==> src/inc/bpan_regs.svh <==
`ifndef BPAN_REGS_SVH
`define BPAN_REGS_SVH
// Notes on behaviour
// - Each local technology ability bit is copied into its codeword ability bit
// - Ability bit 1 advertises support; 0 advertises no support
// - Local Reed-Solomon request sets its codeword request bit
// - Local Reed-Solomon ability sets its codeword ability bit
// - One 2-bit link control output per technology, on the block clock
// - Codes: 11 connected, 00 disconnected, 01 scanning, 10 never produced
// - Base-R correction enable when negotiation resolves its use
// - Reed-Solomon correction enable when negotiation resolves its use
// - Pause generate enable lets transmit path send global pause frames
// - Pause obey enable lets receive path act on global pause frames
// - Done only after negotiation finished and PCS receive link is up
// - Fault output raised when parallel detection fails
// - One-cycle pulse on each entry to transmit-disable, when enabled and not bypassed
// - One-cycle pulse on each entry to good-check, when enabled and not bypassed
// - Good-check pulse starts training if enabled, else mission mode
// - Bypass turns negotiation off but still connects the PCS
// - Restart returns negotiation to transmit-disable from any state, when enabled and not bypassed
// - Local pause advertisement drives codeword bit C0

// ----------------------------------------------------------------
// Sizes
// ----------------------------------------------------------------
`define BPAN_NTECH        15
`define BPAN_CW_W         48
`define BPAN_CTRL_W       10
// ----------------------------------------------------------------
// Register offsets and fields
// ----------------------------------------------------------------
`define BPAN_OFF_CTRL     8'h00
`define BPAN_OFF_ABIL     8'h04
`define BPAN_OFF_STATUS   8'h08
`define BPAN_OFF_LINKCTL  8'h0c
`define BPAN_CTRL_RESTART 2
`define BPAN_CTRL_RST     10'h000
`define BPAN_ABIL_RST     15'h0000
// ----------------------------------------------------------------
// Codeword bit positions
// ----------------------------------------------------------------
`define BPAN_CW_C0        10
`define BPAN_CW_C1        11
`define BPAN_CW_ACK       14
`define BPAN_CW_ABIL      21
`define BPAN_CW_RS_REQ    42
`define BPAN_CW_RS_ABIL   43
`define BPAN_CW_BR_ABIL   46
`define BPAN_CW_BR_REQ    47
// Technologies using each correction, by priority index
`define BPAN_BASER_MASK   15'h0184
`define BPAN_RS_MASK      15'h7678
// ----------------------------------------------------------------
// Timing
// ----------------------------------------------------------------
`define BPAN_CLK_NS       4
`define BPAN_HOLD_NS      256
`define BPAN_LINK_WAIT_NS 4000
`define BPAN_HOLD_CYCLES  ((`BPAN_HOLD_NS + `BPAN_CLK_NS - 1) / `BPAN_CLK_NS)
`define BPAN_WAIT_CYCLES  (`BPAN_LINK_WAIT_NS / `BPAN_CLK_NS)
`endif

==> src/inc/bpan_pkg.sv <==
`include "bpan_regs.svh"
package bpan_pkg;
  typedef enum logic [5:0] {
    ST_OFF  = 6'h01,
    ST_TXD  = 6'h02,
    ST_ABIL = 6'h04,
    ST_ACK  = 6'h08,
    ST_GC   = 6'h10,
    ST_GOOD = 6'h20
  } bpan_state_t;

  typedef enum logic [1:0] {
    LC_OFF  = 2'h0,
    LC_SCAN = 2'h1,
    LC_ON   = 2'h3
  } bpan_lc_t;

  typedef struct packed {
    logic baser_request;
    logic baser_ability;
    logic rs_correction_ability_in;
    logic rs_correction_request_in;
    logic asm_dir_adv;
    logic local_pause_adv;
    logic training_on;
    logic restart;
    logic bypass;
    logic enable;
  } bpan_ctrl_t;

  typedef struct packed {
    logic pause_obey_on;
    logic pause_generate_on;
    logic rs_correction_on;
    logic baser_correction_on;
    logic parallel_detect_error;
    logic negotiation_done;
  } bpan_status_t;

  // Highest set bit wins
  function automatic logic [`BPAN_NTECH-1:0] top_bit(input logic [`BPAN_NTECH-1:0] v);
    top_bit = '0;
    for (int i = 0; i < `BPAN_NTECH; i++) begin
      if (v[i]) begin
        top_bit    = '0;
        top_bit[i] = 1'b1;
      end
    end
  endfunction : top_bit

  function automatic logic [`BPAN_NTECH-1:0] code_mask(input logic [`BPAN_NTECH-1:0][1:0] v,
                                                      input logic [1:0] code);
    for (int i = 0; i < `BPAN_NTECH; i++) begin
      code_mask[i] = (v[i] == code);
    end
  endfunction : code_mask
endpackage : bpan_pkg

==> src/rtl/bpan_sync2.sv <==
`timescale 1ns/100ps
`include "bpan_regs.svh"
module bpan_sync2
  import bpan_pkg::*;
#(
  parameter int P_W = 1
) (
  // Clock and reset
  input  wire logic           i_clock,
  input  wire logic           i_rst,
  input  wire logic           i_clk_en,
  // Data
  input  wire logic [P_W-1:0] i_d,
  output logic      [P_W-1:0] o_q
);
  logic [P_W-1:0] meta;

  always_ff @(posedge i_clock) begin
    if (i_rst) begin
      meta <= '0;
      o_q  <= '0;
    end else if (i_clk_en) begin
      meta <= i_d;
      o_q  <= meta;
    end
  end
endmodule : bpan_sync2

==> src/rtl/bpan_resolve.sv <==
`timescale 1ns/100ps
`include "bpan_regs.svh"
module bpan_resolve
  import bpan_pkg::*;
(
  // Codewords
  input  wire logic [`BPAN_CW_W-1:0]  i_local_word,
  input  wire logic [`BPAN_CW_W-1:0]  i_partner_word,
  // Resolution
  output logic      [`BPAN_NTECH-1:0] o_tech,
  output logic                        o_any,
  output logic                        o_baser_on,
  output logic                        o_rs_on,
  output logic                        o_pause_generate,
  output logic                        o_pause_obey
);
  logic [`BPAN_NTECH-1:0] common;
  logic                   lp;
  logic                   la;
  logic                   pp;
  logic                   pa;

  assign common = i_local_word[`BPAN_CW_ABIL +: `BPAN_NTECH] & i_partner_word[`BPAN_CW_ABIL +: `BPAN_NTECH];
  assign o_tech = top_bit(common);
  assign o_any  = |common;

  assign o_baser_on = o_any && |(o_tech & `BPAN_BASER_MASK)
                      && i_local_word[`BPAN_CW_BR_ABIL] && i_partner_word[`BPAN_CW_BR_ABIL]
                      && (i_local_word[`BPAN_CW_BR_REQ] || i_partner_word[`BPAN_CW_BR_REQ]);
  assign o_rs_on    = o_any && |(o_tech & `BPAN_RS_MASK)
                      && i_local_word[`BPAN_CW_RS_ABIL] && i_partner_word[`BPAN_CW_RS_ABIL]
                      && (i_local_word[`BPAN_CW_RS_REQ] || i_partner_word[`BPAN_CW_RS_REQ]);

  assign lp = i_local_word[`BPAN_CW_C0];
  assign la = i_local_word[`BPAN_CW_C1];
  assign pp = i_partner_word[`BPAN_CW_C0];
  assign pa = i_partner_word[`BPAN_CW_C1];
  // Symmetric pause enables both; asymmetric enables one direction only
  assign o_pause_generate = (lp && pp) || (!lp && la && pp && pa);
  assign o_pause_obey     = (lp && pp) || (lp && la && !pp && pa);
endmodule : bpan_resolve

==> src/rtl/bpan_core.sv <==
`timescale 1ns/100ps
`include "bpan_regs.svh"
module bpan_core
  import bpan_pkg::*;
#(
  parameter int P_NTECH            = `BPAN_NTECH,
  parameter int P_HOLD_CYCLES      = `BPAN_HOLD_CYCLES,
  parameter int P_LINK_WAIT_CYCLES = `BPAN_WAIT_CYCLES
) (
  // Clock, reset, enable
  input  wire logic                         i_clock,
  input  wire logic                         i_rst,
  input  wire logic                         i_clk_en,
  // Register port
  input  wire logic [7:0]                   i_reg_addr,
  input  wire logic [31:0]                  i_reg_wdata,
  input  wire logic                         i_reg_write,
  input  wire logic                         i_reg_read,
  output logic      [31:0]                  o_reg_rdata,
  // Codeword exchange
  input  wire logic [`BPAN_CW_W-1:0]        i_rx_word,
  input  wire logic                         i_rx_word_valid,
  output logic      [`BPAN_CW_W-1:0]        o_tx_word,
  // PCS side, asynchronous
  input  wire logic                         i_pcs_rx_link_up,
  input  wire logic [P_NTECH-1:0]           i_scan_link_up,
  // Results
  output logic      [P_NTECH-1:0][1:0]      o_link_ctl,
  output bpan_status_t                      o_status,
  output logic                              o_negotiation_start_pulse,
  output logic                              o_good_check_entry_pulse,
  output logic                              o_training_start_pulse,
  output logic                              o_mission_start_pulse
);
  // ----------------------------------------------------------------
  // Registers and decode
  // ----------------------------------------------------------------
  bpan_ctrl_t             ctrl;
  logic [P_NTECH-1:0]     adv;
  bpan_state_t            state;
  bpan_state_t            next_state;
  logic [15:0]            timer;
  logic [P_NTECH-1:0]     tech_sel;
  logic [`BPAN_CW_W-1:0]  lp_word;
  logic                   lp_valid;
  logic                   link_up_s;
  logic [P_NTECH-1:0]     scan_s;
  logic                   restart;
  logic                   run;
  logic                   enter_txd;
  logic                   enter_gc;
  logic [P_NTECH-1:0]     scan_hits;
  logic                   pd_single;
  logic                   pd_multi;
  logic [P_NTECH-1:0]     res_tech;
  logic                   res_any;
  logic                   res_baser;
  logic                   res_rs;
  logic                   res_gen;
  logic                   res_obey;
  logic [`BPAN_CW_W-1:0]  next_tx_word;
  wire logic [P_NTECH-1:0][1:0] next_link_ctl;

  localparam logic [15:0] HOLD_LOAD = 16'(P_HOLD_CYCLES - 1);
  localparam logic [15:0] WAIT_LOAD = 16'(P_LINK_WAIT_CYCLES - 1);

  assign restart = i_reg_write && (i_reg_addr == `BPAN_OFF_CTRL) && i_reg_wdata[`BPAN_CTRL_RESTART];
  assign run     = ctrl.enable && !ctrl.bypass;

  always_ff @(posedge i_clock) begin
    if (i_rst) begin
      ctrl <= bpan_ctrl_t'(`BPAN_CTRL_RST);
    end else if (i_clk_en && i_reg_write && i_reg_addr == `BPAN_OFF_CTRL) begin
      ctrl         <= bpan_ctrl_t'(i_reg_wdata[`BPAN_CTRL_W-1:0]);
      ctrl.restart <= 1'b0;
    end
  end

  always_ff @(posedge i_clock) begin
    if (i_rst) begin
      adv <= `BPAN_ABIL_RST;
    end else if (i_clk_en && i_reg_write && i_reg_addr == `BPAN_OFF_ABIL) begin
      adv <= i_reg_wdata[P_NTECH-1:0];
    end
  end

  // Read data stands one cycle and is zero otherwise
  always_ff @(posedge i_clock) begin
    if (i_rst) begin
      o_reg_rdata <= '0;
    end else if (i_clk_en) begin
      o_reg_rdata <= '0;
      if (i_reg_read) begin
        case (i_reg_addr)
          `BPAN_OFF_CTRL:    o_reg_rdata <= 32'(ctrl);
          `BPAN_OFF_ABIL:    o_reg_rdata <= 32'(adv);
          `BPAN_OFF_STATUS:  o_reg_rdata <= {18'h0, state, 2'h0, o_status};
          `BPAN_OFF_LINKCTL: o_reg_rdata <= 32'(o_link_ctl);
          default:           o_reg_rdata <= '0;
        endcase
      end
    end
  end

  // ----------------------------------------------------------------
  // Codewords
  // ----------------------------------------------------------------
  always_comb begin
    next_tx_word                                = '0;
    next_tx_word[`BPAN_CW_ABIL +: P_NTECH]      = adv;
    next_tx_word[`BPAN_CW_C0]                   = ctrl.local_pause_adv;
    next_tx_word[`BPAN_CW_C1]                   = ctrl.asm_dir_adv;
    next_tx_word[`BPAN_CW_RS_REQ]               = ctrl.rs_correction_request_in;
    next_tx_word[`BPAN_CW_RS_ABIL]              = ctrl.rs_correction_ability_in;
    next_tx_word[`BPAN_CW_BR_ABIL]              = ctrl.baser_ability;
    next_tx_word[`BPAN_CW_BR_REQ]               = ctrl.baser_request;
    next_tx_word[`BPAN_CW_ACK]                  = (state == ST_ACK);
  end

  always_ff @(posedge i_clock) begin
    if (i_rst) begin
      o_tx_word <= '0;
    end else if (i_clk_en) begin
      o_tx_word <= next_tx_word;
    end
  end

  // Partner word is forgotten on every new attempt
  always_ff @(posedge i_clock) begin
    if (i_rst) begin
      lp_word  <= '0;
      lp_valid <= 1'b0;
    end else if (i_clk_en) begin
      if (next_state == ST_TXD || next_state == ST_OFF) begin
        lp_valid <= 1'b0;
      end else if (i_rx_word_valid) begin
        lp_word  <= i_rx_word;
        lp_valid <= 1'b1;
      end
    end
  end

  bpan_sync2 #(.P_W(1)) u_link_sync (
    .i_clock  (i_clock),
    .i_rst    (i_rst),
    .i_clk_en (i_clk_en),
    .i_d      (i_pcs_rx_link_up),
    .o_q      (link_up_s)
  );

  bpan_sync2 #(.P_W(P_NTECH)) u_scan_sync (
    .i_clock  (i_clock),
    .i_rst    (i_rst),
    .i_clk_en (i_clk_en),
    .i_d      (i_scan_link_up),
    .o_q      (scan_s)
  );

  bpan_resolve u_resolve (
    .i_local_word     (o_tx_word),
    .i_partner_word   (lp_word),
    .o_tech           (res_tech),
    .o_any            (res_any),
    .o_baser_on       (res_baser),
    .o_rs_on          (res_rs),
    .o_pause_generate (res_gen),
    .o_pause_obey     (res_obey)
  );

  assign scan_hits = scan_s & adv;
  assign pd_single = $onehot(scan_hits);
  assign pd_multi  = (scan_hits != '0) && !pd_single;

  // ----------------------------------------------------------------
  // Negotiation sequence
  // ----------------------------------------------------------------
  always_comb begin
    next_state = state;
    case (state)
      ST_OFF:  if (run) next_state = ST_TXD;
      ST_TXD:  if (timer == '0) next_state = ST_ABIL;
      ST_ABIL: begin
        if (lp_valid) next_state = ST_ACK;
        else if (pd_single) next_state = ST_GC;
        else if (pd_multi) next_state = ST_TXD;
      end
      ST_ACK:  if (lp_valid && lp_word[`BPAN_CW_ACK]) next_state = res_any ? ST_GC : ST_TXD;
      ST_GC: begin
        if (link_up_s) next_state = ST_GOOD;
        else if (timer == '0) next_state = ST_TXD;
      end
      ST_GOOD: if (!link_up_s) next_state = ST_TXD;
      default: next_state = ST_OFF;
    endcase
    if (!run) next_state = ST_OFF;
    else if (restart) next_state = ST_TXD;
  end

  assign enter_txd = (next_state == ST_TXD) && (state != ST_TXD || restart);
  assign enter_gc  = (next_state == ST_GC) && (state != ST_GC);

  always_ff @(posedge i_clock) begin
    if (i_rst) begin
      state <= ST_OFF;
    end else if (i_clk_en) begin
      state <= next_state;
    end
  end

  always_ff @(posedge i_clock) begin
    if (i_rst) begin
      timer <= '0;
    end else if (i_clk_en) begin
      if (enter_txd) timer <= HOLD_LOAD;
      else if (enter_gc) timer <= WAIT_LOAD;
      else if (timer != '0) timer <= timer - 16'h0001;
    end
  end

  always_ff @(posedge i_clock) begin
    if (i_rst) begin
      tech_sel <= '0;
    end else if (i_clk_en) begin
      if (state == ST_OFF) tech_sel <= top_bit(adv);
      else if (enter_gc) tech_sel <= (state == ST_ABIL) ? scan_hits : res_tech;
      else if (next_state == ST_TXD) tech_sel <= '0;
    end
  end

  // ----------------------------------------------------------------
  // Link control per technology
  // ----------------------------------------------------------------
  for (genvar g = 0; g < P_NTECH; g++) begin : g_lc
    // Code 10 is never built: only OFF, SCAN or ON reach the output
    assign next_link_ctl[g] =
      ((state == ST_OFF && ctrl.bypass) || state == ST_GC || state == ST_GOOD) && tech_sel[g] ? LC_ON :
      ((state == ST_ABIL || state == ST_ACK) && adv[g]) ? LC_SCAN : LC_OFF;
  end

  always_ff @(posedge i_clock) begin
    if (i_rst) begin
      o_link_ctl <= '0;
    end else if (i_clk_en) begin
      o_link_ctl <= next_link_ctl;
    end
  end

  // ----------------------------------------------------------------
  // Status and pulses
  // ----------------------------------------------------------------
  always_ff @(posedge i_clock) begin
    if (i_rst) begin
      o_status <= '0;
    end else if (i_clk_en) begin
      o_status.negotiation_done <= (next_state == ST_GOOD);
      // Fault holds until a link comes up; a new fault wins over that clear
      if (state == ST_ABIL && pd_multi) o_status.parallel_detect_error <= 1'b1;
      else if (next_state == ST_GOOD) o_status.parallel_detect_error <= 1'b0;
      if (enter_gc) begin
        o_status.baser_correction_on <= (state == ST_ACK) && res_baser;
        o_status.rs_correction_on    <= (state == ST_ACK) && res_rs;
        o_status.pause_generate_on   <= (state == ST_ACK) && res_gen;
        o_status.pause_obey_on       <= (state == ST_ACK) && res_obey;
      end else if (next_state != ST_GC && next_state != ST_GOOD) begin
        o_status.baser_correction_on <= 1'b0;
        o_status.rs_correction_on    <= 1'b0;
        o_status.pause_generate_on   <= 1'b0;
        o_status.pause_obey_on       <= 1'b0;
      end
    end
  end

  always_ff @(posedge i_clock) begin
    if (i_rst) begin
      o_negotiation_start_pulse <= 1'b0;
      o_good_check_entry_pulse  <= 1'b0;
      o_training_start_pulse    <= 1'b0;
      o_mission_start_pulse     <= 1'b0;
    end else if (i_clk_en) begin
      o_negotiation_start_pulse <= run && enter_txd;
      o_good_check_entry_pulse  <= run && enter_gc;
      o_training_start_pulse    <= run && enter_gc && ctrl.training_on;
      o_mission_start_pulse     <= run && enter_gc && !ctrl.training_on;
    end
  end
endmodule : bpan_core

==> config.mk <==
export PLATFORM = sky130hd
export DESIGN_NAME = bpan_core
export DESIGN_NICKNAME = d
export VERILOG_FILES = /design/src/inc/bpan_pkg.sv /design/src/rtl/bpan_sync2.sv /design/src/rtl/bpan_resolve.sv /design/src/rtl/bpan_core.sv
export VERILOG_INCLUDE_DIRS = /design/src /design/src/inc
export SDC_FILE = /design/constraint.sdc
export NUM_CORES = 1
export LEC_CHECK = 0
export ABC_AREA = 1
export BUFFER_PORTS_ARGS = -buffer_cell sky130_fd_sc_hd__buf_2
export CAP_MARGIN = 20
export CORE_MARGIN = 2
export CORE_UTILIZATION = 45
export CTS_CLUSTER_SIZE = 12
export DETAILED_ROUTE_END_ITERATION = 6
export GPL_TIMING_DRIVEN = 0
export PLACE_DENSITY = 0.69
export SYNTH_ARGS = -nofsm -noshare
export SYNTH_HDL_FRONTEND = slang
export SYNTH_SLANG_ARGS = --single-unit
export TNS_END_PERCENT = 100
==> constraint.sdc <==
create_clock -name i_clock -period 5.6 [get_ports i_clock]
set_input_delay 0.56 -clock i_clock [delete_from_list [all_inputs] [get_ports i_clock]]
set_output_delay 0.56 -clock i_clock [all_outputs]
set_load 0.1 [all_outputs]
After elaboration in Yosys (flattened, before gate mapping) --
Cells that the tools add are included.
Word-level totals: latch bits 0, register bits after elaboration 236, bits in read-only memories 0, memories kept 0, input bits 110, bits in writable memories 0
Cells by class: multipliers 0, eq/ne operators 18, mux-type cells 87, shifts and indexed selects 0, magnitude comparators 0, reduce and logical (&&, ||, !) cells 98, div/mod/pow operators 0, add/subtract/negate cells 15, bitwise operators 3
Operators by type and width (count):
- $mux W15 | 32
- $pmux W30 S4 | 1
- $logic_and A1 B1 Y1 | 66
- $mux W6 | 10
- $mux W16 | 3
- $pmux W6 S6 | 1
- $and A15 B15 Y15 | 2
- $mux W2 | 15
- $mux W30 | 1
- $mux W1 | 21
- $eq A8 B4 Y1 const B | 2
- $logic_not A16 Y1 | 1
- $reduce_bool A16 Y1 | 1
- $sub A16 B1 Y16 const B | 1
- $reduce_bool A15 Y1 | 1
- $reduce_or A15 Y1 | 1
- $add A1 B1 Y2 | 7
- $eq A6 B1 Y1 const B | 2
- $eq A6 B2 Y1 const B | 2
- $eq A6 B5 Y1 const B | 2
- $eq A6 B6 Y1 const B | 2
- $ne A6 B5 Y1 const B | 2
- $reduce_and A2 Y1 | 5
- $add A2 B2 Y3 | 3
- other kinds (20) | 37

Longest topological paths before layout --
word-level depth 23, mapped depth 23

By module --
Synthesis repeated with hierarchy kept, for this count alone.
Unflattened totals: cells, all modules 1631, area total of the unflattened synthesis 11522.3 um^2
By module, submodules not included:
- bpan_core | area each 9655.5 um^2, seq. area each 4043.9 um^2, instances 1, cells an instance 1344
- bpan_sync2 at u_scan_sync | area each 1308.8 um^2, seq. area each 600.6 um^2, instances 1, cells an instance 191
- bpan_resolve | area each 476.7 um^2, seq. area each 0.0 um^2, instances 1, cells an instance 83
- bpan_sync2 at u_link_sync | area each 81.3 um^2, seq. area each 40.0 um^2, instances 1, cells an instance 13

Least setup slack after synthesis --
Ideal clock, no wire load.
kind register to register, start register adv[9], end register tech_sel[10], setup slack 0.806 ns, data arrival time 4.681 ns, stages on the path, launching flop included 23, required time 5.487 ns, setup time 0.113 ns, cells stage by stage dfxtp_1 buf_2 nand2_1 fa_1 fa_1 fa_1 fa_1 fa_1 fa_1 inv_1 nor2_1 nand4_1 nand2_1 clkinv_1 o21ai_1 nand3_1 nand2_1 nand3_2 nand2_4 inv_2 buf_4 nor2_1 nor2_1
Between the ends: longest elaborated chain between the ends 18
RTL lines:
- start: declaration | RTL line bpan_core.sv:39 | logic [P_NTECH-1:0] adv;
- start signal: assignment | RTL line bpan_core.sv:81 | adv <= `BPAN_ABIL_RST;
- start signal: assignment | RTL line bpan_core.sv:83 | adv <= i_reg_wdata[P_NTECH-1:0];
- $and A15 B15 Y15 | RTL line bpan_core.sv:170 | assign scan_hits = scan_s & adv;
- $add A1 B1 Y2 (not written as such) | RTL line bpan_core.sv:171 | assign pd_single = $onehot(scan_hits);
- $add A2 B2 Y3 (not written as such) | RTL line bpan_core.sv:171
- $add A3 B3 Y4 (not written as such) | RTL line bpan_core.sv:171
- $add A4 B4 Y4 (not written as such) | RTL line bpan_core.sv:171
- $eq A4 B1 Y1 | RTL line bpan_core.sv:171
- $logic_not A1 Y1 | RTL line bpan_core.sv:172 | assign pd_multi = (scan_hits != '0) && !pd_single;
- $logic_and A1 B1 Y1 | RTL line bpan_core.sv:172
- [... 2 more ...]
- $mux W6 | RTL line bpan_core.sv:183 | if (lp_valid) next_state = ST_ACK;
- $pmux W6 S6 | RTL line bpan_core.sv:179 | case (state)
- $mux W6 | RTL line bpan_core.sv:196 | else if (restart) next_state = ST_TXD;
- $mux W6 | RTL line bpan_core.sv:195 | if (!run) next_state = ST_OFF;
- $eq A6 B5 Y1 | RTL line bpan_core.sv:200 | assign enter_gc = (next_state == ST_GC) && (state != ST_GC);
- $logic_and A1 B1 Y1 | RTL line bpan_core.sv:200
- $reduce_bool A3 Y1 (no source line) or $mux W15 (tied branches)
- $reduce_and A2 Y1 (no source line) or $mux W15 (tied branches)
- end signal: assignment | RTL line bpan_core.sv:224 | if (state == ST_OFF) tech_sel <= top_bit(adv);
- end signal: assignment | RTL line bpan_core.sv:225 | else if (enter_gc) tech_sel <= (state == ST_ABIL) ? scan_hits : res_tech;
- end: declaration | RTL line bpan_core.sv:43 | logic [P_NTECH-1:0] tech_sel;
Parallel ways exist; a longest one is shown, timed or not. A chain may end at the register's enable or synchronous reset.

Final worst setup path --
start register adv[9], end register tech_sel[14]
The elaborated chain is that of the path after synthesis.

==> flow_summary.json <==
{
  "timing_worst_setup_path_type": "flip-flop to flip-flop",
  "synth_seq_area_share_pct": 41.61,
  "gp_routability_congestion": 0.9882,
  "start_util_pct": 45.85,
  "clock_tree_from_tritoncts": "done",
  "wl_um": 34520,
  "cap_violations": 0,
  "placement_rows": 54,
  "total_clock_buffers_created_by_cts": 24,
  "cts_sinks": 208,
  "critical_path.slowest_cell": "sky130_fd_sc_hd__fa_1",
  "hold_viol": 0,
  "synth_largest_type_area_fraction_pct": 41.61,
  "pre_cts_ws_ps": 134.7,
  "rr_worst_depth": 19,
  "cts_hold_buffers": 0,
  "critical_path_peak_fanout": 10,
  "drtAntennaViolNets": 0,
  "finalNetCount": 1779,
  "die_y_um": 153.1,
  "synth_area_leaders": "sky130_fd_sc_hd__dfxtp_1, sky130_fd_sc_hd__nand2_1, sky130_fd_sc_hd__nor2_1",
  "vias": 10310,
  "layout_min_cycle_time_ps": 5305,
  "syn-cell-area_mm2": 0.01001,
  "post_drt_wl_per_cell_um": 17.70,
  "synth.largest_area_cell": "sky130_fd_sc_hd__dfxtp_1",
  "critPathRequiredTime_ps": 6050,
  "total_power_mw": 3.484,
  "ports_placed_on_the_boundary": 230,
  "maxClockFrequency_ghz": 0.1885,
  "ys_types": 46,
  "final_min_period_over_clock_period_pct": 94.74,
  "critPathCaptureType": "flip-flop",
  "number_of_enable_flip_flop_cells_after_synthesis": 0,
  "horizontal_die_dimension_um": 153.1,
  "leakage_nw": 5.496,
  "finalWorstSetupSlack_ps": 294.7,
  "finalSetupViolCount": 0,
  "clock_latency_ps": 520,
  "timing_max_transition_violations_final": 0,
  "worst-slew-pin-transition_ps": 790.9,
  "grt_max_degree": 13,
  "synth.yosys.warnings": 0,
  "grt_antenna_before_repair": 0,
  "grt_pass1_wl_um": 52990,
  "insertedDiodeCount": 0,
  "grt_setup_unrepaired": "no",
  "timing.reg2reg.setup_slack_ps": 290,
  "power_per_cell_area_mw_per_mm2": 289.4,
  "io_buffers": 157,
  "clk_pin_slew_ps": 60,
  "clk_root_buffer_cell": "sky130_fd_sc_hd__clkbuf_16",
  "regToRegEndpoint": "tech_sel[14]",
  "top_cell_by_count_worst_path": "sky130_fd_sc_hd__fa_1",
  "multi_input_area_mm2": 0.004977,
  "detail_routed_via_count_per_cell": 5.289,
  "htree_num_levels": 1,
  "ir_worst_vdd_v": 0.0002121,
  "layout.cells.most_common_list": "sky130_fd_sc_hd__nand2_1, sky130_fd_sc_hd__nor2_1, sky130_fd_sc_hd__dfxtp_1",
  "layout_commonest_cell": "sky130_fd_sc_hd__nand2_1",
  "area_growth_pct": 20.29,
  "skew_ps": 11.53,
  "design.core.area_mm2": 0.02182,
  "syn_avg_cell_area_um2": 6.935,
  "drive_above_1_share_pct": 17.19,
  "hold_ws_ps": 259.7,
  "worst_hold_path_cells": 3,
  "crit_path_start_kind": "flip-flop",
  "dp.final_hpwl_um": 27090,
  "synth.ff_latch_count": 208,
  "area_enclosed_by_the_die_boundary_mm2": 0.02345,
  "regToRegStartpoint": "adv[9]",
  "drc_errors": 0,
  "postSynthCellCount": 1443,
  "postSynth.topFlopCell": "sky130_fd_sc_hd__dfxtp_1",
  "dr.pass1.iters": 5,
  "run_status": "complete, no violations",
  "grt.total_usage_pct": 28.62,
  "crit_path_cell_trace": "buf_4 -> nand2_2 -> fa_1 -> fa_1 -> fa_1 -> fa_1 -> fa_2 -> fa_1 -> inv_1 -> nor2_1 -> nand4_1 -> nand2_1 -> nand3_1 -> nand2_2 -> nand4_2 -> buf_4 -> o21ai_1 -> o21ai_1 -> nor2_1",
  "grt_pass1_vias": 9556,
  "worst_slew_margin_rel_pct": 47.27,
  "postSynth.asyncResetShare_pct": 0,
  "combined_flip_flop_and_latch_cell_area_mm2": 0.004167,
  "timing.hold.worst.class": "input pin to flip-flop",
  "worst_hold_startpoint": "i_scan_link_up[14]",
  "critical_path_arrival_ps": 5760,
  "initialDrtViolationCount": 686,
  "fill_cell_count": 2220,
  "worstHoldEndpoint": "u_scan_sync.meta[14]",
  "clockBufferDepth": 3,
  "final.setup.tns_ps": 0,
  "grt.overflow.total": 0,
  "timing.critical_path.slowest_cell_delay_ps": 590
}
synth_stat cells (2+ instances only):
library cell,count
sky130_fd_sc_hd__o221ai_1,2
sky130_fd_sc_hd__clkbuf_1,47
sky130_fd_sc_hd__a211oi_1,3
sky130_fd_sc_hd__nor2_4,4
sky130_fd_sc_hd__buf_6,4
sky130_fd_sc_hd__dfxtp_1,208
sky130_fd_sc_hd__nand3_2,6
sky130_fd_sc_hd__a21oi_1,148
sky130_fd_sc_hd__buf_4,33
sky130_fd_sc_hd__o21ai_2,2
sky130_fd_sc_hd__buf_2,10
sky130_fd_sc_hd__or2_1,2
sky130_fd_sc_hd__xor2_1,8
sky130_fd_sc_hd__inv_2,11
sky130_fd_sc_hd__nor4_1,3
sky130_fd_sc_hd__nand2_1,336
sky130_fd_sc_hd__o211ai_1,4
sky130_fd_sc_hd__buf_1,8
sky130_fd_sc_hd__nand2_2,2
sky130_fd_sc_hd__inv_1,100
sky130_fd_sc_hd__o22ai_1,7
sky130_fd_sc_hd__nor2_1,239
sky130_fd_sc_hd__a31oi_1,6
sky130_fd_sc_hd__ha_1,4
sky130_fd_sc_hd__o2111ai_1,2
sky130_fd_sc_hd__nand4_1,19
sky130_fd_sc_hd__nand3_1,53
sky130_fd_sc_hd__nor3_1,12
sky130_fd_sc_hd__fa_1,10
sky130_fd_sc_hd__nor2_2,5
sky130_fd_sc_hd__nand2_4,3
sky130_fd_sc_hd__o21ai_0,107
sky130_fd_sc_hd__xnor2_1,7
sky130_fd_sc_hd__o21ai_1,16
metal layers:
metal	up-vias	GRT usage (%)	routed length, um
met3	88	5.415	2588
met1	4773	36.95	14610
met2	415	46.83	15670
met4	0	12.48	1647
met5	-	0	0
li1	5038	-	-
worst max-delay path by stage:
stage                      start            to
final                     adv[9]  tech_sel[14]
after global placement    adv[9]  tech_sel[14]
after floorplan           adv[9]  tech_sel[10]
after CTS                 adv[9]  tech_sel[14]
after detailed placement  adv[9]  tech_sel[14]
after global routing      adv[9]   tech_sel[8]
registers in the layout, indices dropped and copies added (netlist names), 6 cells and up:
register          cells
state                 6
adv                  15
ctrl                  9
o_reg_rdata          30
o_status              6
o_link_ctl           30
lp_word              22
tech_sel             15
timer                16
o_tx_word            22
u_scan_sync.meta     15
u_scan_sync.o_q      15
critical path, delay by kind of cell, from the launching register on:
kind,cells,cell delay [ps]
AO/OA/AOI/OAI,2,330
adder cells (fa/ha/maj),6,3020
buffers and inverters,3,520
flip-flops,1,320
AND/OR/NAND/NOR,8,1040
power breakdown:
part | switching (mW) | internal, mW
clock network | 0.608 | 0.877
logic | 0.312 | 0.126
registers | 0.0361 | 1.52
through the flow:
stage | util, % | std cells | cell area, um2
finish | 55.16 | 1950 | 12040
global route | 55.16 | 1950 | 12040
CTS | 54.94 | 1948 | 11990
detailed placement | 51.53 | 1907 | 11240
global placement | 51.53 | 1907 | 11240
floorplan | - | 1470 | 10110
final cells by class:
class / instances / area share [%]
Multi-Input combinational cell: 1047 / 41.35
Sequential cell: 208 / 34.61
Buffer: 103 / 4.688
Tap cell: 280 / 2.910
Clock inverter: 5 / 0.2391
Clock buffer: 36 / 5.956
Inverter: 112 / 3.492
Timing Repair Buffer: 159 / 6.756
logic make-up after synthesis:
kind of cell | count (synthesis) | synth area share [%]
buffers and inverters | 215 | 9.740
other | 1 | 0.03747
flip-flops | 208 | 41.61
AND/OR/NAND/NOR | 692 | 29.27
adder cells (fa/ha/maj) | 14 | 2.501
XOR/XNOR | 15 | 1.313
AO/OA/AOI/OAI | 298 | 15.53
repair_timing:
item                       in CTS  in global routing
resized for setup               0                 11
setup buffers                   0                  2
hold endpoints to repair        0                  0
setup endpoints to repair       0                 56
Power figures use the tool's default switching activity.
